## src/mgmt_pkg.sv

```systemverilog
package mgmt_pkg;
  // ---------------------------------------------------------------
  // Port geometry
  // ---------------------------------------------------------------
  localparam int ADDR_W = 10;
  localparam int DATA_W = 32;
  localparam int WM_W = 11;
  localparam int LEN_W = 16;
  // ---------------------------------------------------------------
  // Device register map
  // ---------------------------------------------------------------
  localparam logic [9:0] OFS_IST = 10'h040;
  localparam logic [9:0] OFS_IMASK = 10'h044;
  localparam logic [9:0] OFS_OVF = 10'h048;
  localparam logic [9:0] OFS_STATCMD = 10'h050;
  localparam logic [9:0] OFS_TXWM = 10'h060;
  localparam logic [9:0] OFS_STA = 10'h070;
  localparam logic [9:0] OFS_LSA = 10'h080;
  localparam logic [1:0] STATS_PAGE = 2'h1;
  localparam int WM_LOW_LSB = 0;
  localparam int WM_HIGH_LSB = 16;
  localparam logic [10:0] WM_LOW_RST = 11'h100;
  localparam logic [10:0] WM_HIGH_RST = 11'h300;
  localparam int STATCMD_TRACK = 0;
  localparam int STATCMD_SNAP = 1;
  // Interrupt status bits
  localparam int IST_W = 4;
  localparam int IST_OVF = 0;
  localparam int IST_RXERR = 1;
  localparam int IST_TXERR = 2;
  localparam int IST_SNAP = 3;
  localparam logic [3:0] IMASK_RST = 4'hf;
  // ---------------------------------------------------------------
  // Statistics counter indices (32-bit), octet words follow
  // ---------------------------------------------------------------
  localparam int N_BIN = 6;
  localparam int N_ERR = 10;
  localparam int N_RX_ERR = 6;
  localparam int CNT_RX_BIN = 0;
  localparam int CNT_RX_OK = 6;
  localparam int CNT_TX_BIN = 7;
  localparam int CNT_TX_OK = 13;
  localparam int CNT_ERR = 14;
  localparam int CNT_RX_UTIL = 24;
  localparam int CNT_TX_UTIL = 25;
  localparam int N_CNT = 26;
  localparam int N_OCT = 2;
  // Frame length bins
  localparam logic [15:0] LEN_MIN = 16'h0040;
  localparam logic [15:0] LEN_B1 = 16'h007f;
  localparam logic [15:0] LEN_B2 = 16'h00ff;
  localparam logic [15:0] LEN_B3 = 16'h01ff;
  localparam logic [15:0] LEN_B4 = 16'h03ff;
  localparam logic [15:0] LEN_MAX = 16'h05ee;
  localparam logic [15:0] LEN_TAG = 16'h0004;
  // ---------------------------------------------------------------
  // Controller (host end) register map on Wishbone
  // ---------------------------------------------------------------
  localparam logic [7:0] HC_CTRL = 8'h00;
  localparam logic [7:0] HC_ADDR = 8'h04;
  localparam logic [7:0] HC_WDATA = 8'h08;
  localparam logic [7:0] HC_STATUS = 8'h0c;
  localparam logic [7:0] HC_RDATA = 8'h10;
  localparam int CTRL_START = 0;
  localparam int CTRL_WRITE = 1;
  localparam int CTRL_WIDE = 2;
  localparam int CTRL_LEN_LSB = 8;

  typedef enum logic [0:0] {D_IDLE, D_BURST} dev_state_t;
  typedef enum logic [1:0] {H_IDLE, H_FIRST, H_STREAM, H_GAP} host_state_t;

  // Length bin 0..5, or 7 when the frame falls in no bin
  function automatic logic [2:0] len_bin(input logic [15:0] len, input logic tagged_f);
    logic [15:0] top;
    top = tagged_f ? LEN_MAX + LEN_TAG : LEN_MAX;
    if (len < LEN_MIN || len > top) len_bin = 3'h7;
    else if (len == LEN_MIN) len_bin = 3'h0;
    else if (len <= LEN_B1) len_bin = 3'h1;
    else if (len <= LEN_B2) len_bin = 3'h2;
    else if (len <= LEN_B3) len_bin = 3'h3;
    else if (len <= LEN_B4) len_bin = 3'h4;
    else len_bin = 3'h5;
  endfunction : len_bin
endpackage : mgmt_pkg

```

## src/mgmt_port_if.sv

```systemverilog
`timescale 1ns/1ps
interface mgmt_port_if;
  logic mgmt_port_select_n;
  logic [9:0] addr;
  logic we;
  logic [31:0] wdata;
  logic wide;
  logic [31:0] rdata;
  logic mgmt_port_ready;
  logic irq;
  modport dev (
    input mgmt_port_select_n, addr, we, wdata, wide,
    output rdata, mgmt_port_ready, irq
  );
  modport host (
    output mgmt_port_select_n, addr, we, wdata, wide,
    input rdata, mgmt_port_ready, irq
  );
endinterface : mgmt_port_if

```

## src/stat_bank.sv

```systemverilog
`timescale 1ns/1ps
module stat_bank #(
  parameter int N = mgmt_pkg::N_CNT
) (
  input wire logic i_clk,
  input wire logic i_rst_n,
  input wire logic [N-1:0] i_inc,
  input wire logic [15:0] i_rx_oct,
  input wire logic [15:0] i_tx_oct,
  input wire logic i_track,
  input wire logic i_snap,
  input wire logic [5:0] i_idx,
  output logic [31:0] o_data,
  output logic [N+1:0] o_wrap
);
  import mgmt_pkg::*;

  typedef struct packed {
    logic [N-1:0][31:0] live;
    logic [N-1:0][31:0] snap;
    logic [1:0][63:0] oct_live;
    logic [1:0][63:0] oct_snap;
  } bank_t;
  bank_t s_r, s_nxt;
  logic [1:0][15:0] oct_add;
  logic [64:0] osum;

  assign oct_add = {i_tx_oct, i_rx_oct};

  // ---------------------------------------------------------------
  // Live counters and atomic copy
  // ---------------------------------------------------------------
  always_comb begin
    s_nxt = s_r;
    o_wrap = '0;
    osum = '0;
    for (int i = 0; i < N; i++) begin
      if (i_inc[i]) begin
        s_nxt.live[i] = s_r.live[i] + 32'h1;
        o_wrap[i] = &s_r.live[i];
      end
    end
    for (int k = 0; k < 2; k++) begin
      osum = {1'b0, s_r.oct_live[k]} + {49'h0, oct_add[k]};
      s_nxt.oct_live[k] = osum[63:0];
      o_wrap[N+k] = osum[64];
    end
    // Whole set copied in one edge: tracking or on a snap strobe
    if (i_track || i_snap) begin
      s_nxt.snap = s_r.live;
      s_nxt.oct_snap = s_r.oct_live;
    end
  end

  always_ff @(posedge i_clk or negedge i_rst_n) begin
    if (!i_rst_n) begin
      s_r <= '0;
    end else begin
      s_r <= s_nxt;
    end
  end

  always_comb begin
    o_data = 32'h0;
    if (int'(i_idx) < N) o_data = s_r.snap[i_idx];
    else if (int'(i_idx) < N + 2 * N_OCT) begin
      o_data = i_idx[0] ? s_r.oct_snap[(int'(i_idx) - N) / 2][63:32]
                        : s_r.oct_snap[(int'(i_idx) - N) / 2][31:0];
    end
  end
endmodule : stat_bank

```

## src/mgmt_port_dev.sv

```systemverilog
// Register access over Wishbone was left to the implementer.
`timescale 1ns/1ps
module mgmt_port_dev (
  input wire logic i_clk,
  input wire logic i_rst_n,
  mgmt_port_if.dev port,
  input wire logic i_rx_done,
  input wire logic i_rx_good,
  input wire logic i_rx_tagged,
  input wire logic [mgmt_pkg::LEN_W-1:0] i_rx_len,
  input wire logic i_tx_done,
  input wire logic i_tx_good,
  input wire logic i_tx_tagged,
  input wire logic [mgmt_pkg::LEN_W-1:0] i_tx_len,
  input wire logic [mgmt_pkg::N_ERR-1:0] i_err_evt,
  input wire logic i_rx_busy,
  input wire logic i_tx_busy,
  input wire logic [mgmt_pkg::WM_W-1:0] i_tx_fifo_words,
  input wire logic [47:0] i_last_src,
  output logic [47:0] o_station_addr,
  output logic [mgmt_pkg::WM_W-1:0] o_tx_low_wm,
  output logic [mgmt_pkg::WM_W-1:0] o_tx_high_wm,
  output logic o_tx_almost_empty,
  output logic o_tx_almost_full
);
  import mgmt_pkg::*;

  typedef struct packed {
    dev_state_t state;
    logic [9:0] s1_addr;
    logic s1_we;
    logic [31:0] s1_wd;
    logic s1_fresh;
    logic s1_wide;
    logic [31:0] rdata;
    logic ready;
    logic irq;
    logic [WM_W-1:0] wm_low;
    logic [WM_W-1:0] wm_high;
    logic [2:0][15:0] sta;
    logic [IST_W-1:0] ist;
    logic [IST_W-1:0] imask;
    logic [N_CNT+1:0] ovf;
    logic track;
    logic snap;
    logic [47:0] sta_out;
    logic ae;
    logic af;
  } dev_t;
  dev_t s_r, s_nxt;

  logic [N_CNT-1:0] inc;
  logic [31:0] bank_data;
  logic [N_CNT+1:0] wrap;
  logic [2:0] rx_b, tx_b;
  logic rx_ok, tx_ok;

  // ---------------------------------------------------------------
  // Helpers
  // ---------------------------------------------------------------
  // First word carries bits 47:32 with 47:40 in its low byte
  function automatic logic [15:0] addr_word(input logic [47:0] a, input int w);
    logic [15:0] hw;
    hw = a[47 - 16 * w -: 16];
    addr_word = {hw[7:0], hw[15:8]};
  endfunction : addr_word

  function automatic logic [31:0] half_merge(input logic [31:0] old, input logic [31:0] wd,
                                             input logic wide, input logic upper);
    if (wide) half_merge = wd;
    else if (upper) half_merge = {wd[15:0], old[15:0]};
    else half_merge = {old[31:16], wd[15:0]};
  endfunction : half_merge

  // ---------------------------------------------------------------
  // Statistics events
  // ---------------------------------------------------------------
  assign rx_ok = i_rx_done && i_rx_good;
  assign tx_ok = i_tx_done && i_tx_good;
  assign rx_b = len_bin(i_rx_len, i_rx_tagged);
  assign tx_b = len_bin(i_tx_len, i_tx_tagged);

  always_comb begin
    inc = '0;
    for (int i = 0; i < N_BIN; i++) begin
      inc[CNT_RX_BIN + i] = rx_ok && int'(rx_b) == i;
      inc[CNT_TX_BIN + i] = tx_ok && int'(tx_b) == i;
    end
    inc[CNT_RX_OK] = rx_ok;
    inc[CNT_TX_OK] = tx_ok;
    inc[CNT_ERR +: N_ERR] = i_err_evt;
    inc[CNT_RX_UTIL] = i_rx_busy;
    inc[CNT_TX_UTIL] = i_tx_busy;
  end

  stat_bank #(.N(N_CNT)) u_bank (
    .i_clk(i_clk),
    .i_rst_n(i_rst_n),
    .i_inc(inc),
    .i_rx_oct(rx_ok ? i_rx_len : 16'h0),
    .i_tx_oct(tx_ok ? i_tx_len : 16'h0),
    .i_track(s_r.track),
    .i_snap(s_r.snap),
    .i_idx(s_r.s1_addr[7:2]),
    .o_data(bank_data),
    .o_wrap(wrap)
  );

  // ---------------------------------------------------------------
  // Access pipeline and registers
  // ---------------------------------------------------------------
  always_comb begin
    logic sel;
    logic fresh;
    logic aligned;
    logic rd;
    logic wr;
    logic [9:0] wa;
    logic [31:0] v;
    logic [31:0] nw;
    logic [IST_W-1:0] ist_clr;
    logic [N_CNT+1:0] ovf_clr;
    sel = !port.mgmt_port_select_n;
    s_nxt = s_r;
    ist_clr = '0;
    ovf_clr = '0;
    v = 32'h0;
    nw = 32'h0;
    fresh = 1'b0;
    aligned = 1'b0;
    rd = 1'b0;
    wr = 1'b0;
    wa = 10'h0;
    // Stay in burst until select is released
    s_nxt.state = sel ? D_BURST : D_IDLE;
    // A fresh access is a new address seen while selected
    fresh = sel && (s_r.state == D_IDLE || port.addr != s_r.s1_addr);
    s_nxt.s1_addr = port.addr;
    s_nxt.s1_we = port.we;
    s_nxt.s1_wd = port.wdata;
    s_nxt.s1_wide = port.wide;
    s_nxt.s1_fresh = fresh;
    // Second stage: data lands in the third clock of the address
    aligned = s_r.s1_wide ? s_r.s1_addr[1:0] == 2'b00 : !s_r.s1_addr[0];
    // No read data once select is gone, so data never stands without ready
    rd = s_r.s1_fresh && aligned && !s_r.s1_we && sel;
    wr = s_r.s1_fresh && aligned && s_r.s1_we;
    wa = {s_r.s1_addr[9:2], 2'b00};
    if (s_r.s1_addr[9:8] == STATS_PAGE) v = bank_data;
    else begin
      case (wa)
        OFS_IST: v = {{(32 - IST_W){1'b0}}, s_r.ist};
        OFS_IMASK: v = {{(32 - IST_W){1'b0}}, s_r.imask};
        OFS_OVF: v = {{(32 - N_CNT - 2){1'b0}}, s_r.ovf};
        OFS_STATCMD: v = {31'h0, s_r.track};
        OFS_TXWM: v = {5'h0, s_r.wm_high, 5'h0, s_r.wm_low};
        OFS_STA: v = {16'h0, s_r.sta[0]};
        OFS_STA + 10'h4: v = {16'h0, s_r.sta[1]};
        OFS_STA + 10'h8: v = {16'h0, s_r.sta[2]};
        OFS_LSA: v = {16'h0, addr_word(i_last_src, 0)};
        OFS_LSA + 10'h4: v = {16'h0, addr_word(i_last_src, 1)};
        OFS_LSA + 10'h8: v = {16'h0, addr_word(i_last_src, 2)};
        default: v = 32'h0;
      endcase
    end
    s_nxt.ready = s_r.s1_fresh && sel;
    s_nxt.rdata = 32'h0;
    if (rd) begin
      s_nxt.rdata = s_r.s1_wide ? v : {16'h0, s_r.s1_addr[1] ? v[31:16] : v[15:0]};
      if (wa == OFS_IST) ist_clr = '1;
      if (wa == OFS_OVF) ovf_clr = '1;
    end
    s_nxt.snap = 1'b0;
    if (wr) begin
      nw = half_merge(v, s_r.s1_wd, s_r.s1_wide, s_r.s1_addr[1]);
      case (wa)
        OFS_IMASK: s_nxt.imask = nw[IST_W-1:0];
        OFS_STATCMD: begin
          s_nxt.track = nw[STATCMD_TRACK];
          s_nxt.snap = nw[STATCMD_SNAP];
        end
        OFS_TXWM: begin
          s_nxt.wm_low = nw[WM_LOW_LSB +: WM_W];
          s_nxt.wm_high = nw[WM_HIGH_LSB +: WM_W];
        end
        OFS_STA: s_nxt.sta[0] = nw[15:0];
        OFS_STA + 10'h4: s_nxt.sta[1] = nw[15:0];
        OFS_STA + 10'h8: s_nxt.sta[2] = nw[15:0];
        default: ;
      endcase
    end
    // Interrupt status: a new event wins over a clearing read
    s_nxt.ovf = (s_r.ovf & ~ovf_clr) | wrap;
    s_nxt.ist = s_r.ist & ~ist_clr;
    s_nxt.ist[IST_OVF] = s_nxt.ist[IST_OVF] | (|wrap);
    s_nxt.ist[IST_RXERR] = s_nxt.ist[IST_RXERR] | (|i_err_evt[N_RX_ERR-1:0]);
    s_nxt.ist[IST_TXERR] = s_nxt.ist[IST_TXERR] | (|i_err_evt[N_ERR-1:N_RX_ERR]);
    s_nxt.ist[IST_SNAP] = s_nxt.ist[IST_SNAP] | s_r.snap;
    // Overflow keeps the line up until its secondary register is read
    s_nxt.irq = (|(s_nxt.ist & ~s_nxt.imask))
                | ((|s_nxt.ovf) && !s_nxt.imask[IST_OVF]);
    for (int w = 0; w < 3; w++) begin
      s_nxt.sta_out[47 - 16 * w -: 16] = {s_nxt.sta[w][7:0], s_nxt.sta[w][15:8]};
    end
    // Both watermarks compare against a long-word fill level
    s_nxt.ae = i_tx_fifo_words < s_r.wm_low;
    s_nxt.af = i_tx_fifo_words > s_r.wm_high;
  end

  always_ff @(posedge i_clk or negedge i_rst_n) begin
    if (!i_rst_n) begin
      s_r <= '0;
      s_r.wm_low <= WM_LOW_RST;
      s_r.wm_high <= WM_HIGH_RST;
      s_r.imask <= IMASK_RST;
      s_r.ae <= 1'b1;
    end else begin
      s_r <= s_nxt;
    end
  end

  // ---------------------------------------------------------------
  // Outputs
  // ---------------------------------------------------------------
  assign port.rdata = s_r.rdata;
  assign port.mgmt_port_ready = s_r.ready;
  assign port.irq = s_r.irq;
  assign o_station_addr = s_r.sta_out;
  assign o_tx_low_wm = s_r.wm_low;
  assign o_tx_high_wm = s_r.wm_high;
  assign o_tx_almost_empty = s_r.ae;
  assign o_tx_almost_full = s_r.af;
endmodule : mgmt_port_dev

```

## src/flat_wrapper.sv

```systemverilog
// flat-port wrapper written by rule: the top's interface ports become plain ports
module mgmt_port_dev_flat import mgmt_pkg::*;
  (i_clk, i_rst_n, i_rx_done, i_rx_good, i_rx_tagged, i_rx_len, i_tx_done, i_tx_good, i_tx_tagged, i_tx_len, i_err_evt, i_rx_busy, i_tx_busy, i_tx_fifo_words, i_last_src, o_station_addr, o_tx_low_wm, o_tx_high_wm, o_tx_almost_empty, o_tx_almost_full, port_mgmt_port_select_n, port_addr, port_we, port_wdata, port_wide, port_rdata, port_mgmt_port_ready, port_irq);
  mgmt_port_if port_i ();
  input wire logic i_clk;
  input wire logic i_rst_n;
  input wire logic i_rx_done;
  input wire logic i_rx_good;
  input wire logic i_rx_tagged;
  input wire logic [mgmt_pkg::LEN_W-1:0] i_rx_len;
  input wire logic i_tx_done;
  input wire logic i_tx_good;
  input wire logic i_tx_tagged;
  input wire logic [mgmt_pkg::LEN_W-1:0] i_tx_len;
  input wire logic [mgmt_pkg::N_ERR-1:0] i_err_evt;
  input wire logic i_rx_busy;
  input wire logic i_tx_busy;
  input wire logic [mgmt_pkg::WM_W-1:0] i_tx_fifo_words;
  input wire logic [47:0] i_last_src;
  output logic [47:0] o_station_addr;
  output logic [mgmt_pkg::WM_W-1:0] o_tx_low_wm;
  output logic [mgmt_pkg::WM_W-1:0] o_tx_high_wm;
  output logic o_tx_almost_empty;
  output logic o_tx_almost_full;
  input wire logic [$bits(port_i.mgmt_port_select_n)-1:0] port_mgmt_port_select_n;
  input wire logic [$bits(port_i.addr)-1:0] port_addr;
  input wire logic [$bits(port_i.we)-1:0] port_we;
  input wire logic [$bits(port_i.wdata)-1:0] port_wdata;
  input wire logic [$bits(port_i.wide)-1:0] port_wide;
  output wire logic [$bits(port_i.rdata)-1:0] port_rdata;
  output wire logic [$bits(port_i.mgmt_port_ready)-1:0] port_mgmt_port_ready;
  output wire logic [$bits(port_i.irq)-1:0] port_irq;
  assign port_i.mgmt_port_select_n = port_mgmt_port_select_n;
  assign port_i.addr = port_addr;
  assign port_i.we = port_we;
  assign port_i.wdata = port_wdata;
  assign port_i.wide = port_wide;
  assign port_rdata = port_i.rdata;
  assign port_mgmt_port_ready = port_i.mgmt_port_ready;
  assign port_irq = port_i.irq;
  mgmt_port_dev u_core (.i_clk(i_clk), .i_rst_n(i_rst_n), .port(port_i), .i_rx_done(i_rx_done), .i_rx_good(i_rx_good), .i_rx_tagged(i_rx_tagged), .i_rx_len(i_rx_len), .i_tx_done(i_tx_done), .i_tx_good(i_tx_good), .i_tx_tagged(i_tx_tagged), .i_tx_len(i_tx_len), .i_err_evt(i_err_evt), .i_rx_busy(i_rx_busy), .i_tx_busy(i_tx_busy), .i_tx_fifo_words(i_tx_fifo_words), .i_last_src(i_last_src), .o_station_addr(o_station_addr), .o_tx_low_wm(o_tx_low_wm), .o_tx_high_wm(o_tx_high_wm), .o_tx_almost_empty(o_tx_almost_empty), .o_tx_almost_full(o_tx_almost_full));
endmodule
```

## config.mk

```make
export PLATFORM = sky130hd
export DESIGN_NAME = mgmt_port_dev_flat
export DESIGN_NICKNAME = d
export VERILOG_FILES = /design/src/mgmt_pkg.sv /design/src/mgmt_port_if.sv /design/src/stat_bank.sv /design/src/mgmt_port_dev.sv /design/src/flat_wrapper.sv
export SDC_FILE = /design/constraint.sdc
export NUM_CORES = 2
export LEC_CHECK = 0
export ABC_AREA = 1
export BUFFER_PORTS_ARGS = -buffer_cell sky130_fd_sc_hd__clkbuf_2
export CAP_MARGIN = 30
export CORE_MARGIN = 5
export CORE_UTILIZATION = 45
export DETAILED_ROUTE_END_ITERATION = 10
export SYNTH_ARGS = -nofsm -noshare
export SYNTH_HDL_FRONTEND = slang
export SYNTH_HIERARCHICAL = 1
export SYNTH_SLANG_ARGS = --single-unit
```

## constraint.sdc

```tcl
create_clock -name i_clk -period 7.96 [get_ports i_clk]
set_input_delay 0.398 -clock i_clk [delete_from_list [all_inputs] [get_ports i_clk]]
set_output_delay 0.398 -clock i_clk [all_outputs]
set_load 0.01 [all_outputs]
```

==> results.sh <==
export IMPL_yosys_warnings=6
export IMPL_timing_hold_ws_ns=0.0710
export IMPL_cts_tree="built"
export IMPL_status="finished, final reports clean"
export IMPL_synth_edf_count=0
export IMPL_rsz0062_at_grt="no"
export IMPL_worstPathMaxFanout=136
export IMPL_die_y_um=505
export IMPL_yosysTopAreaCell="dfrtp_1"
export IMPL_slowest_delay_ns=0.74
export IMPL_area_growth_pct=11.2
export IMPL_postCtsSetupBuffers=0
export IMPL_period_needed_ns=5.25
export IMPL_maxCapViolCount=0
export IMPL_ys_ff_latch=2105
export IMPL_min_period_over_period_pct=66.0
export IMPL_synth_top_cell_area_share_pct=47.6
export IMPL_synth_area_um2=110000
export IMPL_drc_errors=0
export IMPL_mostFrequentLayoutCell="nand2_1"
export IMPL_grt_max_degree=201
export IMPL_relSlewSlack_pct=29.6
export IMPL_numCtsBuffers=229
export IMPL_placed_area_um2=114000
export IMPL_io_buffers=256
export IMPL_clk_latency_ns=0.89
export IMPL_synthArstFlopShare_pct=100
export IMPL_leakage_uw=0.0585
export IMPL_final_nets=14200
export IMPL_syn_inst=13900
export IMPL_arrival_ns=6.03
export IMPL_vias=91800
export IMPL_avgSynthCellArea_um2=7.94
export IMPL_drt_first_iter_violations=9663
export IMPL_finalClockSkew_ns=0.0710
export IMPL_cts_root_buf="clkbuf_16"
export IMPL_ctsHoldBuffers=77
export IMPL_ys_flop_type="dfrtp_1"
export IMPL_htree_levels=4
export IMPL_setup_tns_ns=0
export IMPL_track_usage_pct=27.2
export IMPL_drive_gt1_share_pct=8.86
export IMPL_most_common_layout_cells="3,688 x nand2_1, 2,094 x dfrtp_1, 1,526 x inv_1"
export IMPL_io_pins=262
export IMPL_cts_resized=0
export IMPL_via_per_inst=5.28
export IMPL_avgRoutedWirePerCell_um=20.3
export IMPL_fillers=24000
export IMPL_gp_congestion=0.963
export IMPL_slowest_stage="o21ai_0"
export IMPL_final_max_slew_viol_count=0
export IMPL_r2r_cells=14
export IMPL_synth_nets=14100
export IMPL_grt_overflow=0
export IMPL_p_per_area_nw_per_um2=224
export IMPL_start_kind="flop"
export IMPL_end_kind="flop"
export IMPL_crit_required_ns=8.74
export IMPL_finalSetupViolations=0
export IMPL_cts_buffer_depth=3
export IMPL_dieArea_um2=255000
export IMPL_finish_instance_area_um2=123000
export IMPL_antenna_found_initial=5
export IMPL_hold_class="primary input to asynchronous set/reset pin"
export IMPL_seq_area_frac_synth_pct=47.8
export IMPL_reg2reg_to="u_core/port.rdata[5]$_DFF_PN0_"
export IMPL_final_hold_violation_count=0
export IMPL_die_x_um=505
export IMPL_antenna_left=0
export IMPL_path_clk_slew_ns=0.06
export IMPL_crit_type="flop to flop"
export IMPL_cts_sinks=2105
export IMPL_num_rows=181
export IMPL_dr_pass1_iters=7
export IMPL_grt_pass1_wl_mm=539
export IMPL_start_util_pct=45.3
export IMPL_core_um2=243000
export IMPL_max_freq_ghz=0.190
export IMPL_netlist_top_cells_area="dfrtp_1 48%, nand2_1 13%, xor2_1 5.8%, o21ai_0 5.3%, inv_1 5.2%"
export IMPL_yosysUniqueCellTypes=64
export IMPL_hpwl_mm=267
export IMPL_critical_path_cell_chain="buf_4 -> inv_8 -> buf_12 -> o21ai_0 -> nand3_1 -> nand3_1 -> nand2_1 -> nand3_1 -> nand2_1 -> nand2_1 -> o211ai_1 -> o21ai_0 -> a41oi_1 -> dlygate4sd3_1"
export IMPL_grt_pass1_vias=87900
export IMPL_multiInputGateArea_um2=48700
export IMPL_tightest_slew_ns=1.06
export IMPL_peakVddDrop_mv=0.209
export IMPL_r2r_start="u_core/s_r[229]$_DFF_PN0_"
export IMPL_area_sequential_um2=52700
export IMPL_r2r_slack_ns=2.71
export IMPL_routed_wl_mm=354
[critical path, delay by kind of cell, from the launching register on]
family	cells	cell delay, ns
and+or+nand+nor	6	1.01
buffers and inverters	4	1.77
DFF	1	0.65
AOI/OAI and AO/OA	4	1.42
[sequential cells by signal, indices dropped and copies added (netlist names)]
register / cells
u_core/o_tx_almost_full: 1
u_core/port.rdata: 32
u_core/o_station_addr: 47
u_core/o_tx_low_wm: 11
u_core/port.irq: 1
u_core/o_tx_almost_empty: 1
u_core/u_bank/s_r: 1920
u_core/o_tx_high_wm: 11
u_core/s_r: 80
u_core/port.mgmt_port_ready: 1
[cell families after synthesis]
logic type / after synthesis / share of synthesized area, %
adders and majority gates: 87 / 1.00
and+or+nand+nor: 7052 / 27.4
AOI/OAI and AO/OA: 1577 / 7.59
muxes: 214 / 2.18
DFF: 2105 / 47.8
buffers and inverters: 2106 / 8.04
xor gates and xnor gates: 747 / 5.94
[Yosys cell counts, types with 5 or more instances]
library cell  count
nand2_1        3688
dfrtp_1        2097
inv_1          1526
nor2_1         1495
o21ai_0        1173
nand3_1         935
xor2_1          734
nor3_1          341
nand4_1         214
a21oi_1         209
mux2_2          209
buf_2           179
clkbuf_1        172
buf_4           142
o211ai_1        116
ha_1             85
nor4_1           56
nor2_2           52
nand2_2          51
or2_2            45
nor3_2           36
buf_1            35
nor2_4           31
buf_6            26
inv_2            22
and3_1           16
nand3_2          15
nor3_4           15
xnor2_1          13
a211oi_1         12
a221oi_1         12
a31oi_1          12
nor3b_1          11
and2_1           10
o21ai_1          10
o22ai_1          10
dfstp_2           8
nor4b_1           7
or2_1             7
a22oi_1           6
mux2i_1           5
nand4_2           5
nor3b_2           5
[report_power, final]
part	switching, µW	internal (µW)
Clock	4720	6790
Combinational	2300	1100
Sequential	896	11600
[routing by layer]
metal	vias up	GRT usage, %	part of all wire, %
li1	44500	-	-
met1	44200	39.4	46
met2	2603	41.4	44
met3	560	3.71	5.9
met4	2	10.3	4.3
met5	-	0	0.0031
[stage by stage]
| step | setup WS [ns] | instances | util (%) | total power [µW] |
|---|---|---|---|---|
| after floorplan | 4.76 | 13900 | - | 14600 |
| after global placement | 3.17 | 16900 | 46.7 | 16000 |
| after detailed placement | 3.13 | 16900 | 46.7 | 16100 |
| after CTS | 2.91 | 17400 | 50.3 | 27700 |
| after global routing | 2.66 | 17400 | 50.4 | 28600 |
| final | 2.71 | 17400 | 50.4 | 27400 |
[worst max-delay path by stage]
stage / slack [ns] / endpoint / startpoint / cells after the start
floorplan: 4.76 / u_core/port.irq$_DFF_PN0_ / i_rx_tagged / 30
global placement: 3.17 / u_core/port.irq$_DFF_PN0_ / i_rx_len[12] / 33
detailed placement: 3.13 / u_core/port.irq$_DFF_PN0_ / i_rx_len[15] / 33
CTS: 2.91 / u_core/port.rdata[5]$_DFF_PN0_ / u_core/s_r[229]$_DFF_PN0_ / 14
global route: 2.66 / u_core/port.rdata[5]$_DFF_PN0_ / u_core/s_r[229]$_DFF_PN0_ / 14
finish: 2.71 / u_core/port.rdata[5]$_DFF_PN0_ / u_core/s_r[229]$_DFF_PN0_ / 14
[layout make-up]
type	count	area share, %
antenna	5	0.0102
sequential	2105	43.0
clock inverter	106	1.30
tap	3202	3.27
multi-input combinational	9677	39.8
timing repair buffer	430	2.57
inverter	1550	4.76
clock buffer	319	5.36
Power figures use the tool's default switching activity.
